===== src/dso_pkg.sv =====
// Package with option codes, register map and constants for drive status outputs.
package dso_pkg;

   // Option codes of the output functions handled here.
   localparam logic [5:0] DSO_OPT_COMM_LOSS = 6'h20;
   localparam logic [5:0] DSO_OPT_BOOL_ONE = 6'h21;
   localparam logic [5:0] DSO_OPT_BOOL_TWO = 6'h22;
   localparam logic [5:0] DSO_OPT_BOOL_THREE = 6'h23;
   localparam logic [5:0] DSO_OPT_CAP_WEAR = 6'h27;
   localparam logic [5:0] DSO_OPT_FAN_WEAR = 6'h28;
   localparam logic [5:0] DSO_OPT_RUN_REQ = 6'h29;
   localparam logic [5:0] DSO_OPT_HOT = 6'h2a;
   localparam logic [5:0] DSO_OPT_LOW_LOAD = 6'h2b;

   // Boolean operator encodings.
   typedef enum logic [1:0] {
      DSO_OP_AND = 2'h0,
      DSO_OP_OR = 2'h1,
      DSO_OP_XOR = 2'h2
   } dso_op_t;

   // Communication protocol selection values.
   localparam logic [1:0] DSO_PROTO_RTU = 2'h1;

   // Register offsets.
   localparam logic [3:0] DSO_REG_CTRL = 4'h0;
   localparam logic [3:0] DSO_REG_TRIP = 4'h1;
   localparam logic [3:0] DSO_REG_HOT_LVL = 4'h2;
   localparam logic [3:0] DSO_REG_LOAD_LVL = 4'h3;
   localparam logic [3:0] DSO_REG_BOOL1 = 4'h4;
   localparam logic [3:0] DSO_REG_BOOL2 = 4'h5;
   localparam logic [3:0] DSO_REG_BOOL3 = 4'h6;
   localparam logic [3:0] DSO_REG_ROUTE = 4'h7;
   localparam logic [3:0] DSO_REG_STATUS = 4'h8;
   localparam logic [3:0] DSO_REG_MONITOR = 4'h9;

   // Reset values.
   localparam logic [15:0] DSO_TRIP_RST = 16'h0000;
   localparam logic [15:0] DSO_LVL_RST = 16'h0000;
   localparam logic [17:0] DSO_ROUTE_RST = 18'h00000;
   localparam logic [13:0] DSO_BOOL_RST = 14'h0000;

   // Comm trip time unit, in microseconds, and its cycle count at 100 MHz.
   localparam int DSO_TRIP_UNIT_US = 1000;
   localparam int DSO_CLK_MHZ = 100;
   localparam int DSO_TRIP_UNIT_CYC = DSO_TRIP_UNIT_US * DSO_CLK_MHZ;

endpackage : dso_pkg


===== src/dso_bool.sv =====
// One two-operand Boolean combiner over the status flags.
module dso_bool
   import dso_pkg::*;
(
   // Clock and reset.
   input wire logic clk,
   input wire logic rstn,
   // Flag vector and configuration.
   input wire logic [63:0] flags,
   input wire logic [5:0] sel_a,
   input wire logic [5:0] sel_b,
   input wire logic [1:0] op,
   // Result.
   output logic result_q
);

   logic a_bit;
   logic b_bit;
   logic result_d;

   // Pick operands; combiner codes are masked by the caller.
   assign a_bit = flags[sel_a];
   assign b_bit = flags[sel_b];

   assign result_d = (op == DSO_OP_AND) ? (a_bit & b_bit) :
                     (op == DSO_OP_OR) ? (a_bit | b_bit) :
                     (op == DSO_OP_XOR) ? (a_bit ^ b_bit) : 1'b0;

   always_ff @(posedge clk or negedge rstn)
   begin
      if (!rstn)
      begin
         result_q <= 1'b0;
      end
      else
      begin
         result_q <= result_d;
      end
   end

endmodule : dso_bool


===== src/dso_top.sv =====
// Status flag logic driving the programmable outputs of a motor drive.
// Operation
// - Comm loss flag only when the RTU protocol is selected.
// - After timeout the comm loss flag holds until next data received.
// - Timeout limit comes from the comm trip time setting.
// - Combiner takes two non-combiner flags with AND, OR or XOR.
// - Three independent combiners at option codes 33 to 35.
// - Per-terminal selector routes any flag to 11, 12 or relay.
// - Capacitor wear warning asserts when capacitor life expired.
// - Fan wear warning asserts when fan life expired.
// - Both wear warnings readable in a monitor register always.
// - Run request flag follows commands regardless of command source.
// - Forward and reverse together stop the motor.
// - Run request is low only when forward and reverse both given.
// - Heatsink warning while temperature exceeds the warning level.
// - Low load flag while current is below the threshold.
module dso_top
   import dso_pkg::*;
#(
   parameter int TRIP_UNIT_CYC = DSO_TRIP_UNIT_CYC,
   parameter int MEAS_W = 16
)
(
   // Clock and reset.
   input wire logic clk,
   input wire logic rstn,
   // Register port.
   input wire logic [3:0] reg_addr,
   input wire logic [31:0] reg_wdata,
   input wire logic reg_wr,
   input wire logic reg_rd,
   output logic [31:0] reg_rdata,
   // Serial link events and life and measurement inputs.
   input wire logic rx_data_stb,
   input wire logic cap_life_expired,
   input wire logic fan_life_expired,
   input wire logic [MEAS_W-1:0] heatsink_temp,
   input wire logic [MEAS_W-1:0] output_current,
   // Run commands and other flags from the drive.
   input wire logic forward_run_command,
   input wire logic reverse_run_command,
   input wire logic [63:0] other_flags,
   // Drive outputs.
   output logic motor_stop,
   output logic out_term11,
   output logic out_term12,
   output logic out_relay
);

   import dso_pkg::*;

   // Last count of one trip time unit; the unit counter wraps there.
   // A wide counter keeps a slow unit of many cycles representable.
   localparam logic [31:0] UNIT_M1 = 32'(TRIP_UNIT_CYC - 1);

   // Configuration, counters and status flags.
   logic [1:0] proto_q;
   logic [15:0] trip_q;
   logic [MEAS_W-1:0] hot_lvl_q;
   logic [MEAS_W-1:0] load_lvl_q;
   logic [13:0] bool_cfg_q [3];
   logic [17:0] route_q;
   logic [31:0] unit_cnt_q;
   logic [15:0] trip_cnt_q;
   logic comm_loss_flag;
   logic capacitor_wear_warning;
   logic fan_wear_warning;
   logic run_request_flag;
   logic heatsink_hot_warning;
   logic low_load_flag;
   logic motor_stop_q;
   logic out_term11_q;
   logic out_term12_q;
   logic out_relay_q;
   // Combiner results and the flag vectors built around them.
   logic [2:0] bool_res;
   logic [63:0] flag_vec;
   logic [63:0] op_vec;
   logic [31:0] rdata_q;
   logic [31:0] rdata_d;
   logic rtu_sel;
   logic unit_tick;
   logic timeout_hit;

   // Register write decodes.
   // Unmapped indices match no decode, so writes there are dropped.
   wire wr_ctrl = reg_wr && (reg_addr == DSO_REG_CTRL);
   wire wr_trip = reg_wr && (reg_addr == DSO_REG_TRIP);
   wire wr_hot = reg_wr && (reg_addr == DSO_REG_HOT_LVL);
   wire wr_load = reg_wr && (reg_addr == DSO_REG_LOAD_LVL);
   wire wr_route = reg_wr && (reg_addr == DSO_REG_ROUTE);

   // Configuration registers.
   // Only the low bits of each written word are kept; the rest read zero.
   always_ff @(posedge clk or negedge rstn)
   begin
      if (!rstn)
      begin
         proto_q <= 2'h0;
         trip_q <= DSO_TRIP_RST;
         hot_lvl_q <= MEAS_W'(DSO_LVL_RST);
         load_lvl_q <= MEAS_W'(DSO_LVL_RST);
         route_q <= DSO_ROUTE_RST;
      end
      else
      begin
         if (wr_ctrl) proto_q <= reg_wdata[1:0];
         if (wr_trip) trip_q <= reg_wdata[15:0];
         if (wr_hot) hot_lvl_q <= reg_wdata[MEAS_W-1:0];
         if (wr_load) load_lvl_q <= reg_wdata[MEAS_W-1:0];
         if (wr_route) route_q <= reg_wdata[17:0];
      end
   end

   // Combiner configuration: sel_a[5:0], sel_b[11:6], op[13:12].
   // Each combiner keeps its own word, so the three run independently.
   genvar g;
   generate
      for (g = 0; g < 3; g++)
      begin : g_bool
         wire wr_b = reg_wr && (reg_addr == DSO_REG_BOOL1 + 4'(g));
         always_ff @(posedge clk or negedge rstn)
         begin
            if (!rstn)
            begin
               bool_cfg_q[g] <= DSO_BOOL_RST;
            end
            else if (wr_b)
            begin
               bool_cfg_q[g] <= reg_wdata[13:0];
            end
         end
         dso_bool u_bool (
            .clk(clk),
            .rstn(rstn),
            .flags(op_vec),
            .sel_a(bool_cfg_q[g][5:0]),
            .sel_b(bool_cfg_q[g][11:6]),
            .op(bool_cfg_q[g][13:12]),
            .result_q(bool_res[g])
         );
      end
   endgenerate

   // Any other protocol keeps the timeout counters and loss flag cleared.
   // protocol gate
   assign rtu_sel = (proto_q == DSO_PROTO_RTU);
   assign unit_tick = (unit_cnt_q == UNIT_M1);
   assign timeout_hit = unit_tick && (trip_cnt_q + 16'h1 >= trip_q);

   // Reception timeout counters, restarted on every received datum.
   // Counting also stops while the loss flag stands, so a held flag never
   // wraps the counters or fires again before data returns.
   always_ff @(posedge clk or negedge rstn)
   begin
      if (!rstn)
      begin
         unit_cnt_q <= 32'h0;
         trip_cnt_q <= 16'h0;
      end
      else if (rx_data_stb || !rtu_sel || comm_loss_flag)
      begin
         unit_cnt_q <= 32'h0;
         trip_cnt_q <= 16'h0;
      end
      else if (unit_tick)
      begin
         unit_cnt_q <= 32'h0;
         trip_cnt_q <= trip_cnt_q + 16'h1;
      end
      else
      begin
         unit_cnt_q <= unit_cnt_q + 32'h1;
      end
   end

   // Status flags, all registered.
   always_ff @(posedge clk or negedge rstn)
   begin
      if (!rstn)
      begin
         comm_loss_flag <= 1'b0;
         capacitor_wear_warning <= 1'b0;
         fan_wear_warning <= 1'b0;
         run_request_flag <= 1'b0;
         heatsink_hot_warning <= 1'b0;
         low_load_flag <= 1'b0;
         motor_stop_q <= 1'b0;
      end
      else
      begin
         // Data wins over a timeout in the same cycle, so no datum is lost.
         // A trip time of zero turns the detection off altogether.
         // hold until data
         if (!rtu_sel || rx_data_stb)
            comm_loss_flag <= 1'b0;
         else if (timeout_hit && trip_q != 16'h0)
            comm_loss_flag <= 1'b1;
         // Lifetime figures are worked out elsewhere; only verdicts land here.
         // capacitor warning
         capacitor_wear_warning <= cap_life_expired;
         fan_wear_warning <= fan_life_expired;
         // Run request and motor stop are opposite views of one decode.
         // run request
         run_request_flag <= !(forward_run_command && reverse_run_command);
         motor_stop_q <= forward_run_command && reverse_run_command;
         // Equal levels leave both comparator flags clear.
         // heatsink compare
         heatsink_hot_warning <= (heatsink_temp > hot_lvl_q);
         low_load_flag <= (output_current < load_lvl_q);
      end
   end

   // Flag vector by option code; combiner codes feed only the routers.
   always_comb
   begin
      op_vec = other_flags;
      op_vec[DSO_OPT_COMM_LOSS] = comm_loss_flag;
      op_vec[DSO_OPT_CAP_WEAR] = capacitor_wear_warning;
      op_vec[DSO_OPT_FAN_WEAR] = fan_wear_warning;
      op_vec[DSO_OPT_RUN_REQ] = run_request_flag;
      op_vec[DSO_OPT_HOT] = heatsink_hot_warning;
      op_vec[DSO_OPT_LOW_LOAD] = low_load_flag;
      // Feeding a combiner result back would chain combiners through their
      // registers and make one result depend on another's history.
      // exclude combiner outputs
      op_vec[DSO_OPT_BOOL_ONE] = 1'b0;
      op_vec[DSO_OPT_BOOL_TWO] = 1'b0;
      op_vec[DSO_OPT_BOOL_THREE] = 1'b0;
      flag_vec = op_vec;
      flag_vec[DSO_OPT_BOOL_ONE] = bool_res[0];
      flag_vec[DSO_OPT_BOOL_TWO] = bool_res[1];
      flag_vec[DSO_OPT_BOOL_THREE] = bool_res[2];
   end

   // One register stage here puts a routed combiner two cycles behind
   // its inputs; relays do not notice, fast controllers might.
   // terminal routing
   always_ff @(posedge clk or negedge rstn)
   begin
      if (!rstn)
      begin
         out_term11_q <= 1'b0;
         out_term12_q <= 1'b0;
         out_relay_q <= 1'b0;
      end
      else
      begin
         out_term11_q <= flag_vec[route_q[5:0]];
         out_term12_q <= flag_vec[route_q[11:6]];
         out_relay_q <= flag_vec[route_q[17:12]];
      end
   end

   // Read data selection.
   // The status word gathers every flag made here so software sees them in one read.
   always_comb
   begin
      case (reg_addr)
         DSO_REG_CTRL: rdata_d = {30'h0, proto_q};
         DSO_REG_TRIP: rdata_d = {16'h0, trip_q};
         DSO_REG_HOT_LVL: rdata_d = 32'(hot_lvl_q);
         DSO_REG_LOAD_LVL: rdata_d = 32'(load_lvl_q);
         DSO_REG_BOOL1: rdata_d = {18'h0, bool_cfg_q[0]};
         DSO_REG_BOOL2: rdata_d = {18'h0, bool_cfg_q[1]};
         DSO_REG_BOOL3: rdata_d = {18'h0, bool_cfg_q[2]};
         DSO_REG_ROUTE: rdata_d = {14'h0, route_q};
         DSO_REG_STATUS: rdata_d = {22'h0, motor_stop_q, bool_res,
            low_load_flag, heatsink_hot_warning, run_request_flag,
            fan_wear_warning, capacitor_wear_warning, comm_loss_flag};
         DSO_REG_MONITOR: rdata_d = {30'h0, fan_wear_warning,
            capacitor_wear_warning};
         default: rdata_d = 32'h0;
      endcase
   end

   // Read data register, valid only the cycle after a read strobe.
   // Returning zero outside the answer cycle keeps stale words off the bus.
   always_ff @(posedge clk or negedge rstn)
   begin
      if (!rstn)
      begin
         rdata_q <= 32'h0;
      end
      else
      begin
         rdata_q <= reg_rd ? rdata_d : 32'h0;
      end
   end

   // Every output comes straight from a flip-flop.
   assign reg_rdata = rdata_q;
   assign motor_stop = motor_stop_q;
   assign out_term11 = out_term11_q;
   assign out_term12 = out_term12_q;
   assign out_relay = out_relay_q;

endmodule : dso_top


===== config.mk =====
export PLATFORM = sky130hd
export DESIGN_NAME = dso_top
export DESIGN_NICKNAME = d
export VERILOG_FILES = /design/src/dso_pkg.sv /design/src/dso_bool.sv /design/src/dso_top.sv
export SDC_FILE = /design/constraint.sdc
export NUM_CORES = 1
export LEC_CHECK = 0
export BUFFER_PORTS_ARGS = -buffer_cell sky130_fd_sc_hd__buf_2
export CELL_PAD_IN_SITES_DETAIL_PLACEMENT = 0
export CELL_PAD_IN_SITES_GLOBAL_PLACEMENT = 1
export CORE_ASPECT_RATIO = 1.4
export CORE_MARGIN = 2
export CORE_UTILIZATION = 53
export DETAILED_ROUTE_END_ITERATION = 10
export PLACE_DENSITY_LB_ADDON = 0.1
export SETUP_SLACK_MARGIN = 0.2
export SLEW_MARGIN = 15
export SYNTH_ARGS = -nofsm -noshare
export SYNTH_HDL_FRONTEND = slang
export SYNTH_HIERARCHICAL = 1
export SYNTH_SLANG_ARGS = --single-unit
export TNS_END_PERCENT = 5

===== constraint.sdc =====
create_clock -name clk -period 5.59 [get_ports clk]
set_input_delay 0.2795 -clock clk [delete_from_list [all_inputs] [get_ports clk]]
set_output_delay 0.2795 -clock clk [all_outputs]
set_load 0.02 [all_outputs]

After elaboration in Yosys (flattened, before gate mapping)
Cells that the tools add are included.
{"block": "word_totals", "ff_bits": 203, "out_inout_bits": 36, "elab_cells": 121}
{"block": "op_classes", "addsub": 2, "n_lt_le_gt_ge": 12, "n_eq_ne": 17, "n_mux": 35, "bitwise": 9, "n_reduce_logical": 22}
{"operator": "one-hot mux 18 bit (10 select lines)", "count": 1}
{"operator": "2-to-1 mux 32 bit", "count": 3}
{"operator": "less-than comparator 6 x 7 -> 1 bit (second input constant)", "count": 9}
{"operator": "binary-select mux 1 bit (select 6 bit)", "count": 9}
{"operator": "adder 32 x 1 -> 32 bit (second input constant)", "count": 1}
{"operator": "equality test 32 x 17 -> 1 bit (second input constant)", "count": 1}
{"operator": "2-to-1 mux 16 bit", "count": 2}
{"operator": "2-to-1 mux 1 bit", "count": 20}
{"operator": "adder 16 x 1 -> 16 bit (second input constant)", "count": 1}
{"operator": "equality test 4 x 3 -> 1 bit (second input constant)", "count": 4}
{"operator": "greater-or-equal comparator 16 bit", "count": 1}
{"operator": "> comparator 16 bit", "count": 1}
{"operator": "less-than comparator 16 bit", "count": 1}
{"operator": "nonzero test 16 bit", "count": 1}
{"operator": "logical AND 1 bit", "count": 11}
{"operator": "equality test 2 x 1 -> 1 bit (second input constant)", "count": 4}
{"operator": "equality test 4 x 2 -> 1 bit (second input constant)", "count": 2}
{"operator": "equality test 4 bit (second input constant)", "count": 2}
{"operator": "equality test 2 bit (second input constant)", "count": 3}
{"operator": "logical NOT 2 bit", "count": 3}
{"operator": "equality test 4 x 1 -> 1 bit (second input constant)", "count": 1}
{"operator": "logical NOT 4 bit", "count": 1}
{"operator": "nonzero test 2 bit", "count": 2}
{"operator": "bitwise AND 1 bit", "count": 3}
{"operator": "other kinds (4)", "count": 10}

Longest topological paths before layout
Gate-level depths: netlist of run 1.
{"block": "depth", "word_depth": 6, "depth_mapped": 12, "ltp_nobuf": 12}

Hierarchy
Netlist of run 1, hierarchy kept.
{"module": "dso_top", "n_inst": 1, "cells_each": 941, "area_per_inst_um2": 10955.5, "seq_area_each_um2": 4654.5}
{"module": "dso_bool", "n_inst": 3, "cells_each": 83, "area_per_inst_um2": 1302.5, "seq_area_each_um2": 25.0}

Worst setup path before layout of run 1
No wires, ideal clock.
{"block": "synth_path", "kind": "reg2reg", "from": "reg trip_cnt_q[2]", "to": "reg comm_loss_flag", "setup_ns": 0.119, "t_arrival_ns": 2.427, "required_ns": 5.471, "path_slack_ns": 3.044, "path_stages_with_launch": 11, "n_path_buf": 0, "period_less_slack_ns": 2.546, "path_cell_list": "dfrtp_1 nand3_1 nor4_1 and3_1 xor2_1 ha_1 a21o_1 a21o_1 a221oi_1 a21oi_1 o21a_1"}
{"block": "synth_between", "elab_chain_cells": 5}
{"element": "from (decl)", "line_no": "dso_top.sv:64", "rtl": "logic [15:0] trip_cnt_q;"}
{"element": "from (signal assigned)", "line_no": "dso_top.sv:169", "rtl": "trip_cnt_q <= trip_cnt_q + 16'h1;"}
{"element": "adder 16 x 1 -> 16 bit", "line_no": "dso_top.sv:149", "rtl": "assign timeout_hit = unit_tick && (trip_cnt_q + 16'h1 >= trip_q);"}
{"element": "greater-or-equal comparator 16 bit", "line_no": "dso_top.sv:149"}
{"element": "logical AND 1 bit", "line_no": "dso_top.sv:149"}
{"element": "logical AND 1 bit", "line_no": "dso_top.sv:197", "rtl": "else if (timeout_hit && trip_q != 16'h0)"}
{"element": "nonzero test 2 bit (no source line)"}
{"element": "to (signal assigned)", "line_no": "dso_top.sv:182", "rtl": "comm_loss_flag <= 1'b0;"}
{"element": "to (signal assigned)", "line_no": "dso_top.sv:196", "rtl": "comm_loss_flag <= 1'b0;"}
{"element": "to (signal assigned)", "line_no": "dso_top.sv:198", "rtl": "comm_loss_flag <= 1'b1;"}
{"element": "to (decl)", "line_no": "dso_top.sv:65", "rtl": "logic comm_loss_flag;"}
Every way passes these cells.
A chain may end at the register's enable or synchronous reset.

Final worst setup path of run 1
Ends and elaborated chain as after synthesis.

==> results.md, run 1 <==
* Setup TNS at 0 ns
* Mapped Cells at 1190
* Nature of the critical path endpoint: flip-flop
* Largest area contributor in the netlist: dfrtp_1
* # DRC at 0
* Final nets at 1495
* Via density at 6.703
* Final std cells w/o fill at 1682
* Setup repair after global routing missed its margin: false
* Die Y at 202.1 um
* Num CTS Buffers at 17
* Total Routing Usage GR at 0.3150
* Worst hold path type: in2reg
* GRT overflow at 0
* H-tree Lvls at 4
* Top cells by area, synth: dfrtp_1 (32%), mux4_2 (13%), mux4_1 (11%), mux2_2 (8.9%), mux2i_1 (6.6%)
* Core footprint at 27660 um^2
* Worst slew margin at 0.2434
* Cell total after placement at 1646
* # rows at 72
* DRT iter0 DRCs at 922
* CP most frequent cell: a21o_1
* Chip width at 145.5 um
* Post-cts sizing count at 0
* Die area at 29420 um^2
* Async set-or-reset flop fraction in the synthesized netlist at 1.000
* Highest-count cells in the layout ignoring fill and taps: dfrtp_1 (189), buf_2 (138), mux2_2 (117)
* Setup CP Type: reg2reg
* Sequential share of the synthesized area at 0.3182
* Synth warnings at 6
* Seq cells post-synth at 189
* Drt pass-1 iters at 5
* Pleak at 0.007020 uW
* N_diodes at 0
* Hold Fails Final Rpt at 0
* Worst-skew pair later-pin latency at 0.45 ns
* Worst path max stage delay at 0.64 ns
* PwrDens at 322.2 nW/um^2
* Clk sink count at 189
* Endpoints failing setup at 0
* Global-route wire length before repair at 69700 um
* EDFF count, synth at 0
* Synth top area share at 0.3182
* CTS tree: built
* Startpoint types: flip-flop
* Layout cell share with drive strength beyond 1 at 0.3034
* Pin count of the biggest net entering global routing at 72
* Io pins at 177
* Mapped Area at 14860 um^2
* CP max FO at 5
* Achievable Freq at 0.3287 GHz
* Worst-margin pin slew at 1.132 ns
* Total Routed Length at 45800 um
* Post-DRT Antenna Nets at 0
* Crit-path cells: nand3_1, nor4_1, and3_1, xor2_1, ha_1, a21o_1, a21o_1, a221oi_1, a21oi_1, o21a_1
* Post CTS Setup Buffer Count at 0
* Most common cell after layout, fill and taps aside: dfrtp_1
* Via count at 11270
* Max-slew violation total from the final report at 0
* Vias in the first global route at 11440
* Period Utilization, post-route at 0.5443
* Routability cong. at 0.9400
* Signal arrival time at the worst endpoint at 3.39 ns
* Crit-path slowest cell: nor4_1
* Max-cap violations at 0
* Outcome: complete, no violations
* Req. time, crit path at 5.94 ns
* PortBufs at 139
* Clk slew on worst S/H paths at 0.07 ns
* Final min period at 3.043 ns
* VDD IR max at 0.0002240 V
* Clock skew at 0.01066 ns
* Area added between synthesis and finish at 9.151%
* Initial Util at 0.5374
* CTS max path bufs at 2
* Synth Flop Type: dfrtp_1
* Detailed Place HPWL at 33950 um
* Average cell area after synthesis at 12.49 um^2
* Root buf cell: clkbuf_16
* Post-synthesis cell type count at 60
* WL/cell at 27.23 um
* Initial antenna violation count at 0
[routing by layer]
| metal | up-vias | share of wire | global-route usage |
|---|---|---|---|
| met3 | 168 | 0.073 | 0.05372 |
| met1 | 5625 | 0.36 | 0.3667 |
| met2 | 603 | 0.51 | 0.5513 |
| met5 | - | 0 | 0.003333 |
| met4 | 0 | 0.064 | 0.1775 |
| li1 | 4878 | - | - |
[registers in the layout, indices dropped and copies added, names as in the netlist]
name                    count
heatsink_hot_warning        1
load_lvl_q                 16
g_bool.u_bool/result_q      3
capacitor_wear_warning      1
motor_stop                  1
unit_cnt_q                 32
out_relay                   1
trip_cnt_q                 16
out_term11                  1
proto_q                     2
low_load_flag               1
route_q                    18
comm_loss_flag              1
run_request_flag            1
trip_q                     16
bool_cfg_q                 42
reg_rdata                  18
hot_lvl_q                  16
out_term12                  1
fan_wear_warning            1
[critical path, delay by kind of cell, from the launching register on]
| family | cells | cell delay, ns |
|---|---|---|
| DFF | 1 | 0.45 |
| and+or+nand+nor | 3 | 1.15 |
| AOI/OAI and AO/OA | 5 | 0.92 |
| adders and majority gates | 1 | 0.26 |
| xor gates and xnor gates | 1 | 0.16 |
[cell type report]
class                      count  area (um^2)
fill                        2362        11430
multi-input combinational    882         9393
sequential                   189         4730
timing repair buffer         153        819.5
tap                          370        462.9
clock buffer                  18        439.2
inverter                      56        210.2
clock inverter                14        168.9
[cell usage after synthesis, drive strengths merged, types with 2 or more instances]
cell type / number
dfrtp: 189
mux4: 146
mux2: 117
mux2i: 98
buf: 62
nor2: 61
inv: 56
ha: 55
a22oi: 48
nand2: 40
clkbuf: 32
xor2: 30
a21oi: 28
o21ai: 27
nand3: 22
xnor2: 19
nand4: 17
a21o: 12
a221oi: 11
a31oi: 11
nor4: 11
or3: 11
and3: 10
a22o: 8
a41oi: 8
nor3: 8
nand3b: 7
and4: 6
nand2b: 6
a222oi: 5
and2: 5
nor2b: 5
a211oi: 2
a311oi: 2
nor3b: 2
o21a: 2
[final timing paths]
path,start,to,slack (ns),cells after the start
worst max register to register,trip_cnt_q[2],comm_loss_flag,2.55,10
max in group asynchronous,rstn,reg_rdata[17],3.94,3
worst max-delay path,trip_cnt_q[2],comm_loss_flag,2.55,10
min in group asynchronous,rstn,trip_cnt_q[2],0.36,2
worst min-delay path,forward_run_command,run_request_flag,0.01,2
worst min register to register,unit_cnt_q[0],unit_cnt_q[0],0.50,1
[what timing repair did]
action,4_1_cts,5_1_grt
hold endpoints to repair,58,0
hold buffers,4,0
endpoints found under the setup margin,0,0
[report_power, final]
group          switching (uW)  total (uW)  internal [uW]
clock                     583        1270            690
sequential                564        2140           1580
combinational             753        1810           1060
total                    1900        5230           3330
[metrics by stage]
stage | area [um^2] | setup slack, ns | utilization | hold WS (ns) | power (uW)
final | 16220 | 2.547 | 0.5866 | 0.01169 | 5227
after global routing | 16220 | 2.386 | 0.5866 | 0.02350 | 5475
after floorplan | 14980 | 3.044 | - | -0.01609 | 3432
after detailed placement | 15570 | 2.539 | 0.5632 | 0.2853 | 3951
after CTS | 16220 | 2.515 | 0.5866 | 0.003596 | 5226
after global placement | 15570 | 2.535 | 0.5632 | 0.2743 | 3905
[cell families after synthesis]
family,count (synthesis),synth area share
simple gates,216,0.07896
xor+xnor,49,0.02887
flops,189,0.3182
other cells,1,0.0002523
compound gates,169,0.07871
buf+inv,150,0.05766
mux,361,0.3910
fa+ha+maj,55,0.04630
Note: power is estimated with default switching activity, not from simulation.
==> inputs of run 2 (changes only) <==
CORE_UTILIZATION = 49   (was 53)
clock period = 2.93 ns   (was 5.59 ns; I/O delays follow)
==> run 2 against run 1 <==
  * Critical endpoint is now g_bool[2].u_bool/result_q
  * Clock-buffer cell count is 1 lower
  * Clock power is 76% higher
  * First-iteration DRC count decreased by 14%
  * Routed wire length grew 4.9%
  * Critical path depth shrank 1
==> results.md, run 2 (synthesis results as in run 1) <==
* Initial antenna violation count at 0 (unchanged)
* Setup repair after global routing missed its margin: true
* Clk slew on worst S/H paths at 0.08 ns (about the same)
* DRT iter0 DRCs at 793 (-14%)
* Root buf cell: clkbuf_16
* Startpoint types: flip-flop
* Clock skew at 0.01004 ns (-0.0006255 ns)
* Final min period at 2.653 ns (-0.3891 ns)
* Worst-margin pin slew at 0.9173 ns (-0.2147 ns)
* Layout cell share with drive strength beyond 1 at 0.3230 (+0.01961)
* Detailed Place HPWL at 35830 um (+5.5%)
* CTS max path bufs at 2 (unchanged)
* Area added between synthesis and finish at 11.41%
* Die area at 31760 um^2 (+8.0%)
* VDD IR max at 0.0004618 V (+110%)
* Endpoints failing setup at 0 (unchanged)
* # DRC at 0 (unchanged)
* Core footprint at 29940 um^2 (+8.2%)
* Vias in the first global route at 11710 (+2.4%)
* Core Util, Final at 0.5531 (-0.03345)
* End point of the critical path: g_bool[2].u_bool/result_q
* Hold Fails Final Rpt at 0 (unchanged)
* Setup CP Type: reg2reg
* Worst hold path type: in2reg
* Worst slew margin at 0.3885 (+0.1451)
* Critical Path Start: bool_cfg_q[8]
* PwrDens at 602.9 nW/um^2 (+87%)
* PortBufs at 139 (unchanged)
* Pin count of the biggest net entering global routing at 66 (-8.3%)
* Total Routing Usage GR at 0.3096 (-0.005414)
* Max-cap violations at 0 (unchanged)
* CTS tree: built
* Achievable Freq at 0.3769 GHz (+15%)
* # rows at 75 (+4.2%)
* Number of fill cells at 2614 (+11%)
* Routability cong. at 0.9436 (+0.38%)
* Largest regs: bool_cfg_q: 42 flops, unit_cnt_q: 32 flops
* Num CTS Buffers at 17 (unchanged)
* N_diodes at 0 (unchanged)
* Worst hold slack at 0.01633 ns (+0.004641 ns)
* Outcome: complete, no violations
* CP max FO at 14 (+9)
* Global-route wire length before repair at 72090 um (+3.4%)
* Worst-skew pair later-pin latency at 0.45 ns (about the same)
* Clk sink count at 189 (unchanged)
* Largest register FFs at 42 (unchanged)
* Largest Register: bool_cfg_q
* Setup TNS at 0 ns (unchanged)
* Period Utilization, post-route at 0.9056 (+0.3613)
* GRT overflow at 0 (unchanged)
* Crit Reg-Reg Startpoint: bool_cfg_q[8]
* Io pins at 177 (unchanged)
* Die Y at 210.1 um (+3.9%)
* Post-DRT Antenna Nets at 0 (unchanged)
* Chip width at 151.2 um (+3.9%)
* Total Routed Length at 48070 um (+4.9%)
* Nature of the critical path endpoint: flip-flop
* Highest-count cells in the layout ignoring fill and taps: dfrtp_1 (186), buf_2 (138), mux2_2 (117)
* Drt pass-1 iters at 7 (+2)
* Most common cell after layout, fill and taps aside: dfrtp_1
* Reg-to-reg endpoint: g_bool[2].u_bool/result_q
* H-tree Lvls at 4 (unchanged)
* Req. time, crit path at 3.25 ns (-2.69 ns)
* Max-slew violation total from the final report at 0 (unchanged)
* Worst R2R Path Depth at 9 (-1)
* Signal arrival time at the worst endpoint at 2.98 ns (-0.41 ns)
* WL/cell at 27.70 um (+1.7%)
* Initial Util at 0.4965 (-0.04090)
* Via density at 6.628 (-1.1%)
* Pleak at 0.007184 uW (+2.3%)
* Final nets at 1533 (+2.5%)
* Worst R2R Setup Slack at 0.28 ns (-2.27 ns)
* Via count at 11500 (+2.0%)
-- run 2: cell types whose count changed in the layout (fill, tap and decap cells not counted), moves of 2 or more --
cell           before  now
buf_4              10   38
buf_12              0    5
dlygate4sd3_1       4    9
dfrtp_1           189  186
dfrtp_2             0    3
bufinv_16           2    0
clkinv_2            1    3
clkinvlp_4          0    2
-- run 2: area by class of cell --
class / count / area, um^2 / share of cell area
timing repair buffer: 191 / 1180 / 0.07126
tap: 385 / 481.7 / 0.02909
sequential: 189 / 4733 / 0.2859
multi-input combinational: 882 / 9403 / 0.5679
clock inverter: 15 / 125.1 / 0.007556
inverter: 56 / 210.2 / 0.01269
clock buffer: 17 / 425.4 / 0.02569
-- run 2: stage by stage --
stage | power, uW | setup slack (ns) | area, um^2 | instances
6_report | 9983 | 0.2765 | 16560 | 1735
5_1_grt | 10510 | 0.1543 | 16560 | 1735
4_1_cts | 9992 | 0.2536 | 16540 | 1735
3_5_place_dp | 7725 | 0.2753 | 15900 | 1694
3_3_place_gp | 7631 | 0.3061 | 15900 | 1694
2_1_floorplan | 6549 | 0.3839 | 14980 | 1221
-- run 2: what timing repair did --
action | 4_1_cts | 5_1_grt
hold buffers | 9 | 0
gates resized for setup | 0 | 6
buffers inserted | 0 | 0
endpoints found under the hold margin | 75 | 0
endpoints found under the setup margin | 0 | 5
-- run 2: worst min-delay path by stage --
| stage | start | to | slack [ns] | cells after the start |
|---|---|---|---|---|
| after global routing | rx_data_stb | comm_loss_flag | 0.03 | 3 |
| after detailed placement | rstn | trip_cnt_q[0] | 0.18 | 1 |
| after CTS | rx_data_stb | comm_loss_flag | 0.004 | 3 |
| final | output_current[15] | low_load_flag | 0.02 | 3 |
| after global placement | rstn | proto_q[0] | 0.17 | 1 |
| after floorplan | rstn | bool_cfg_q[0] | -0.15 | 0 |
-- run 2: metal layers --
layer / global-route usage / part of all wire / vias to the layer above
met5: 0 / 0 / -
met4: 0.1901 / 0.065 / 0
met3: 0.05043 / 0.073 / 162
met2: 0.5215 / 0.50 / 602
met1: 0.3676 / 0.36 / 5784
li1: - / - / 4951
-- run 2: worst max-delay path: stages, from the launching register on --
cell,delay (ns)
dfrtp_1,0.81
mux4_2,0.41
mux2i_1,0.19
mux2i_1,0.10
mux2i_1,0.35
mux2_2,0.28
ha_1,0.16
inv_1,0.04
mux2i_1,0.11
o21ai_0,0.08
-- run 2: report_power, final --
part	leakage (uW)	switching, uW	internal, uW	total (uW)
Clock	0.000271	1130	1120	2240
Sequential	0.00242	814	3020	3840
Combinational	0.00449	1770	2130	3900
==> inputs of run 3 (changes only) <==
REMOVE_ABC_BUFFERS = 1   (was not set)
==> run 3 against run 2 <==
  * Sequential share of layout area is 0.55 points lower
  * Non-clock buffer count grew 28
  * Fmax is 0.82% higher
  * Core utilization up 1.1 points
  * Total power up 4.6%
  * Largest cell class unchanged
  * Combinational power grew 7.7%
  * Sequential power about the same
  * Die area unchanged
  * Via count up 0.42%
  * Clock skew is essentially flat
  * Critical path depth is 2 higher
==> results.md, run 3 (synthesis results as in run 1) <==
* Outcome: complete, no violations
* Core footprint at 29940 um^2 (unchanged)
* Num CTS Buffers at 17 (unchanged)
* Most common cell after layout, fill and taps aside: dfrtp_1
* Final setup margin at 0.2982 ns (+0.02164 ns)
* Endpoints failing setup at 0 (unchanged)
* Worst hold path type: in2reg
* Clk slew on worst S/H paths at 0.07 ns (about the same)
* Initial antenna violation count at 0 (unchanged)
* Hold Fails Final Rpt at 0 (unchanged)
* Critical Path Start: trip_cnt_q[3]
* Setup repair after global routing missed its margin: true
* Number of fill cells at 2647 (+1.3%)
* CTS max path bufs at 2 (unchanged)
* Root buf cell: clkbuf_16
* Setup TNS at 0 ns (unchanged)
* Global-route wire length before repair at 73200 um (+1.5%)
* Worst R2R Setup Slack at 0.30 ns (+0.02 ns)
* Achievable Freq at 0.3800 GHz (+0.82%)
* Largest register FFs at 42 (unchanged)
* Via count at 11550 (+0.42%)
* Pleak at 0.007360 uW (+2.4%)
* Clock skew at 0.01049 ns (+0.0004559 ns)
* Highest-count cells in the layout ignoring fill and taps: dfrtp_1 (187), buf_2 (138), mux2_2 (117)
* WL/cell at 27.42 um (-1.0%)
* VDD IR max at 0.0004539 V (-1.7%)
* Drt pass-1 iters at 5 (-2)
* Largest Register: bool_cfg_q
* Period Utilization, post-route at 0.8982 (-0.007384)
* DRT iter0 DRCs at 716 (-9.7%)
* H-tree Lvls at 4 (unchanged)
* CP max FO at 5 (-9)
* Req. time, crit path at 3.27 ns (+0.02 ns)
* Cell total after placement at 1717 (+1.4%)
* Chip width at 151.2 um (unchanged)
* CTS tree: built
* PwrDens at 618.8 nW/um^2 (+2.6%)
* PortBufs at 139 (unchanged)
* Clk sink count at 189 (unchanged)
* Final nets at 1561 (+1.8%)
* Final min period at 2.632 ns (-0.02164 ns)
* Setup CP Type: reg2reg
* Nature of the critical path endpoint: flip-flop
* Reg-to-reg endpoint: comm_loss_flag
* Io pins at 177 (unchanged)
* Post-DRT Antenna Nets at 0 (unchanged)
* Worst-margin pin slew at 0.9321 ns (+0.01476 ns)
* N_diodes at 0 (unchanged)
* Max-slew violation total from the final report at 0 (unchanged)
* Vias in the first global route at 11730 (+0.16%)
* Die area at 31760 um^2 (unchanged)
* Largest regs: bool_cfg_q: 42 flops, unit_cnt_q: 32 flops
* Total power at 10450 uW (+4.6%)
* Hold depth at 3 (unchanged)
* Die Y at 210.1 um (unchanged)
* GRT overflow at 0 (unchanged)
* Detailed Place HPWL at 36180 um (+0.98%)
* Routability cong. at 0.9606 (+1.8%)
* Final std cells w/o fill at 1763 (+1.6%)
* Crit Reg-Reg Startpoint: trip_cnt_q[3]
* Worst R2R Path Depth at 11 (+2)
* Via density at 6.550 (-1.2%)
* # rows at 75 (unchanged)
* Layout cell share with drive strength beyond 1 at 0.3382 (+0.01521)
* Pin count of the biggest net entering global routing at 73 (+11%)
* Initial Util at 0.4965 (unchanged)
* Setup Slack @ Placement at 0.2393 ns (-0.03596 ns)
* Area added between synthesis and finish at 13.58%
* # DRC at 0 (unchanged)
* Total Routing Usage GR at 0.3143 (+0.004718)
* End point of the critical path: comm_loss_flag
* Signal arrival time at the worst endpoint at 2.98 ns (about the same)
* Startpoint types: flip-flop
* Worst slew margin at 0.3786 (-0.009837)
* Worst-skew pair later-pin latency at 0.46 ns (about the same)
* Total Routed Length at 48350 um (+0.59%)
* Max-cap violations at 0 (unchanged)
* Core Util, Final at 0.5639 (+0.01078)
run 3: cell type report:
cell class	count	area, um^2	share of cell area
Clock buffer	17	425.4	0.02520
Clock inverter	15	178.9	0.01060
Inverter	56	210.2	0.01245
Multi-Input combinational cell	882	9425	0.5583
Sequential cell	189	4732	0.2803
Tap cell	385	481.7	0.02854
Timing Repair Buffer	219	1428	0.08457
run 3: power by group:
group	switching (uW)	total [uW]	internal, uW
Clock	1120	2410	1290
Combinational	1920	4200	2280
Sequential	821	3840	3020
run 3: layer usage:
metal | wire length [um] | GRT usage | vias to the layer above | share of wire
met5 | 0 | 0 | - | 0
met2 | 24820 | 0.5399 | 605 | 0.51
li1 | - | - | 5003 | -
met3 | 3545 | 0.05671 | 134 | 0.073
met1 | 17150 | 0.3701 | 5805 | 0.35
met4 | 2834 | 0.1705 | 0 | 0.059
run 3: worst min-delay path by stage:
stage	endpoint	from
final	low_load_flag	output_current[15]
after global routing	low_load_flag	output_current[15]
after CTS	low_load_flag	output_current[15]
after detailed placement	load_lvl_q[1]	rstn
after global placement	unit_cnt_q[5]	rstn
after floorplan	bool_cfg_q[0]	rstn
run 3: repair_timing:
action                     in CTS  in global routing
hold endpoints to repair       82                  0
setup buffers                   0                  5
setup endpoints to repair       0                  2
hold buffers                    9                  0
resized for setup               0                  8
run 3: critical path, cell delays in order, from the launching register on:
cell	delay, ns
dfrtp_1	0.42
nand2_1	0.14
nor4_2	0.26
buf_4	0.17
and3_1	0.20
xor2_1	0.19
ha_1	0.27
a21o_1	0.19
a21o_1	0.19
a221oi_2	0.22
a21oi_1	0.10
o21a_1	0.17
run 3: per-stage QoR:
stage	hold slack, ns	area (um^2)
floorplan	-0.1491	14330
global placement	0.2041	16110
detailed placement	0.2070	16110
CTS	0.002295	16810
global route	0.008459	16880
finish	0.007687	16880
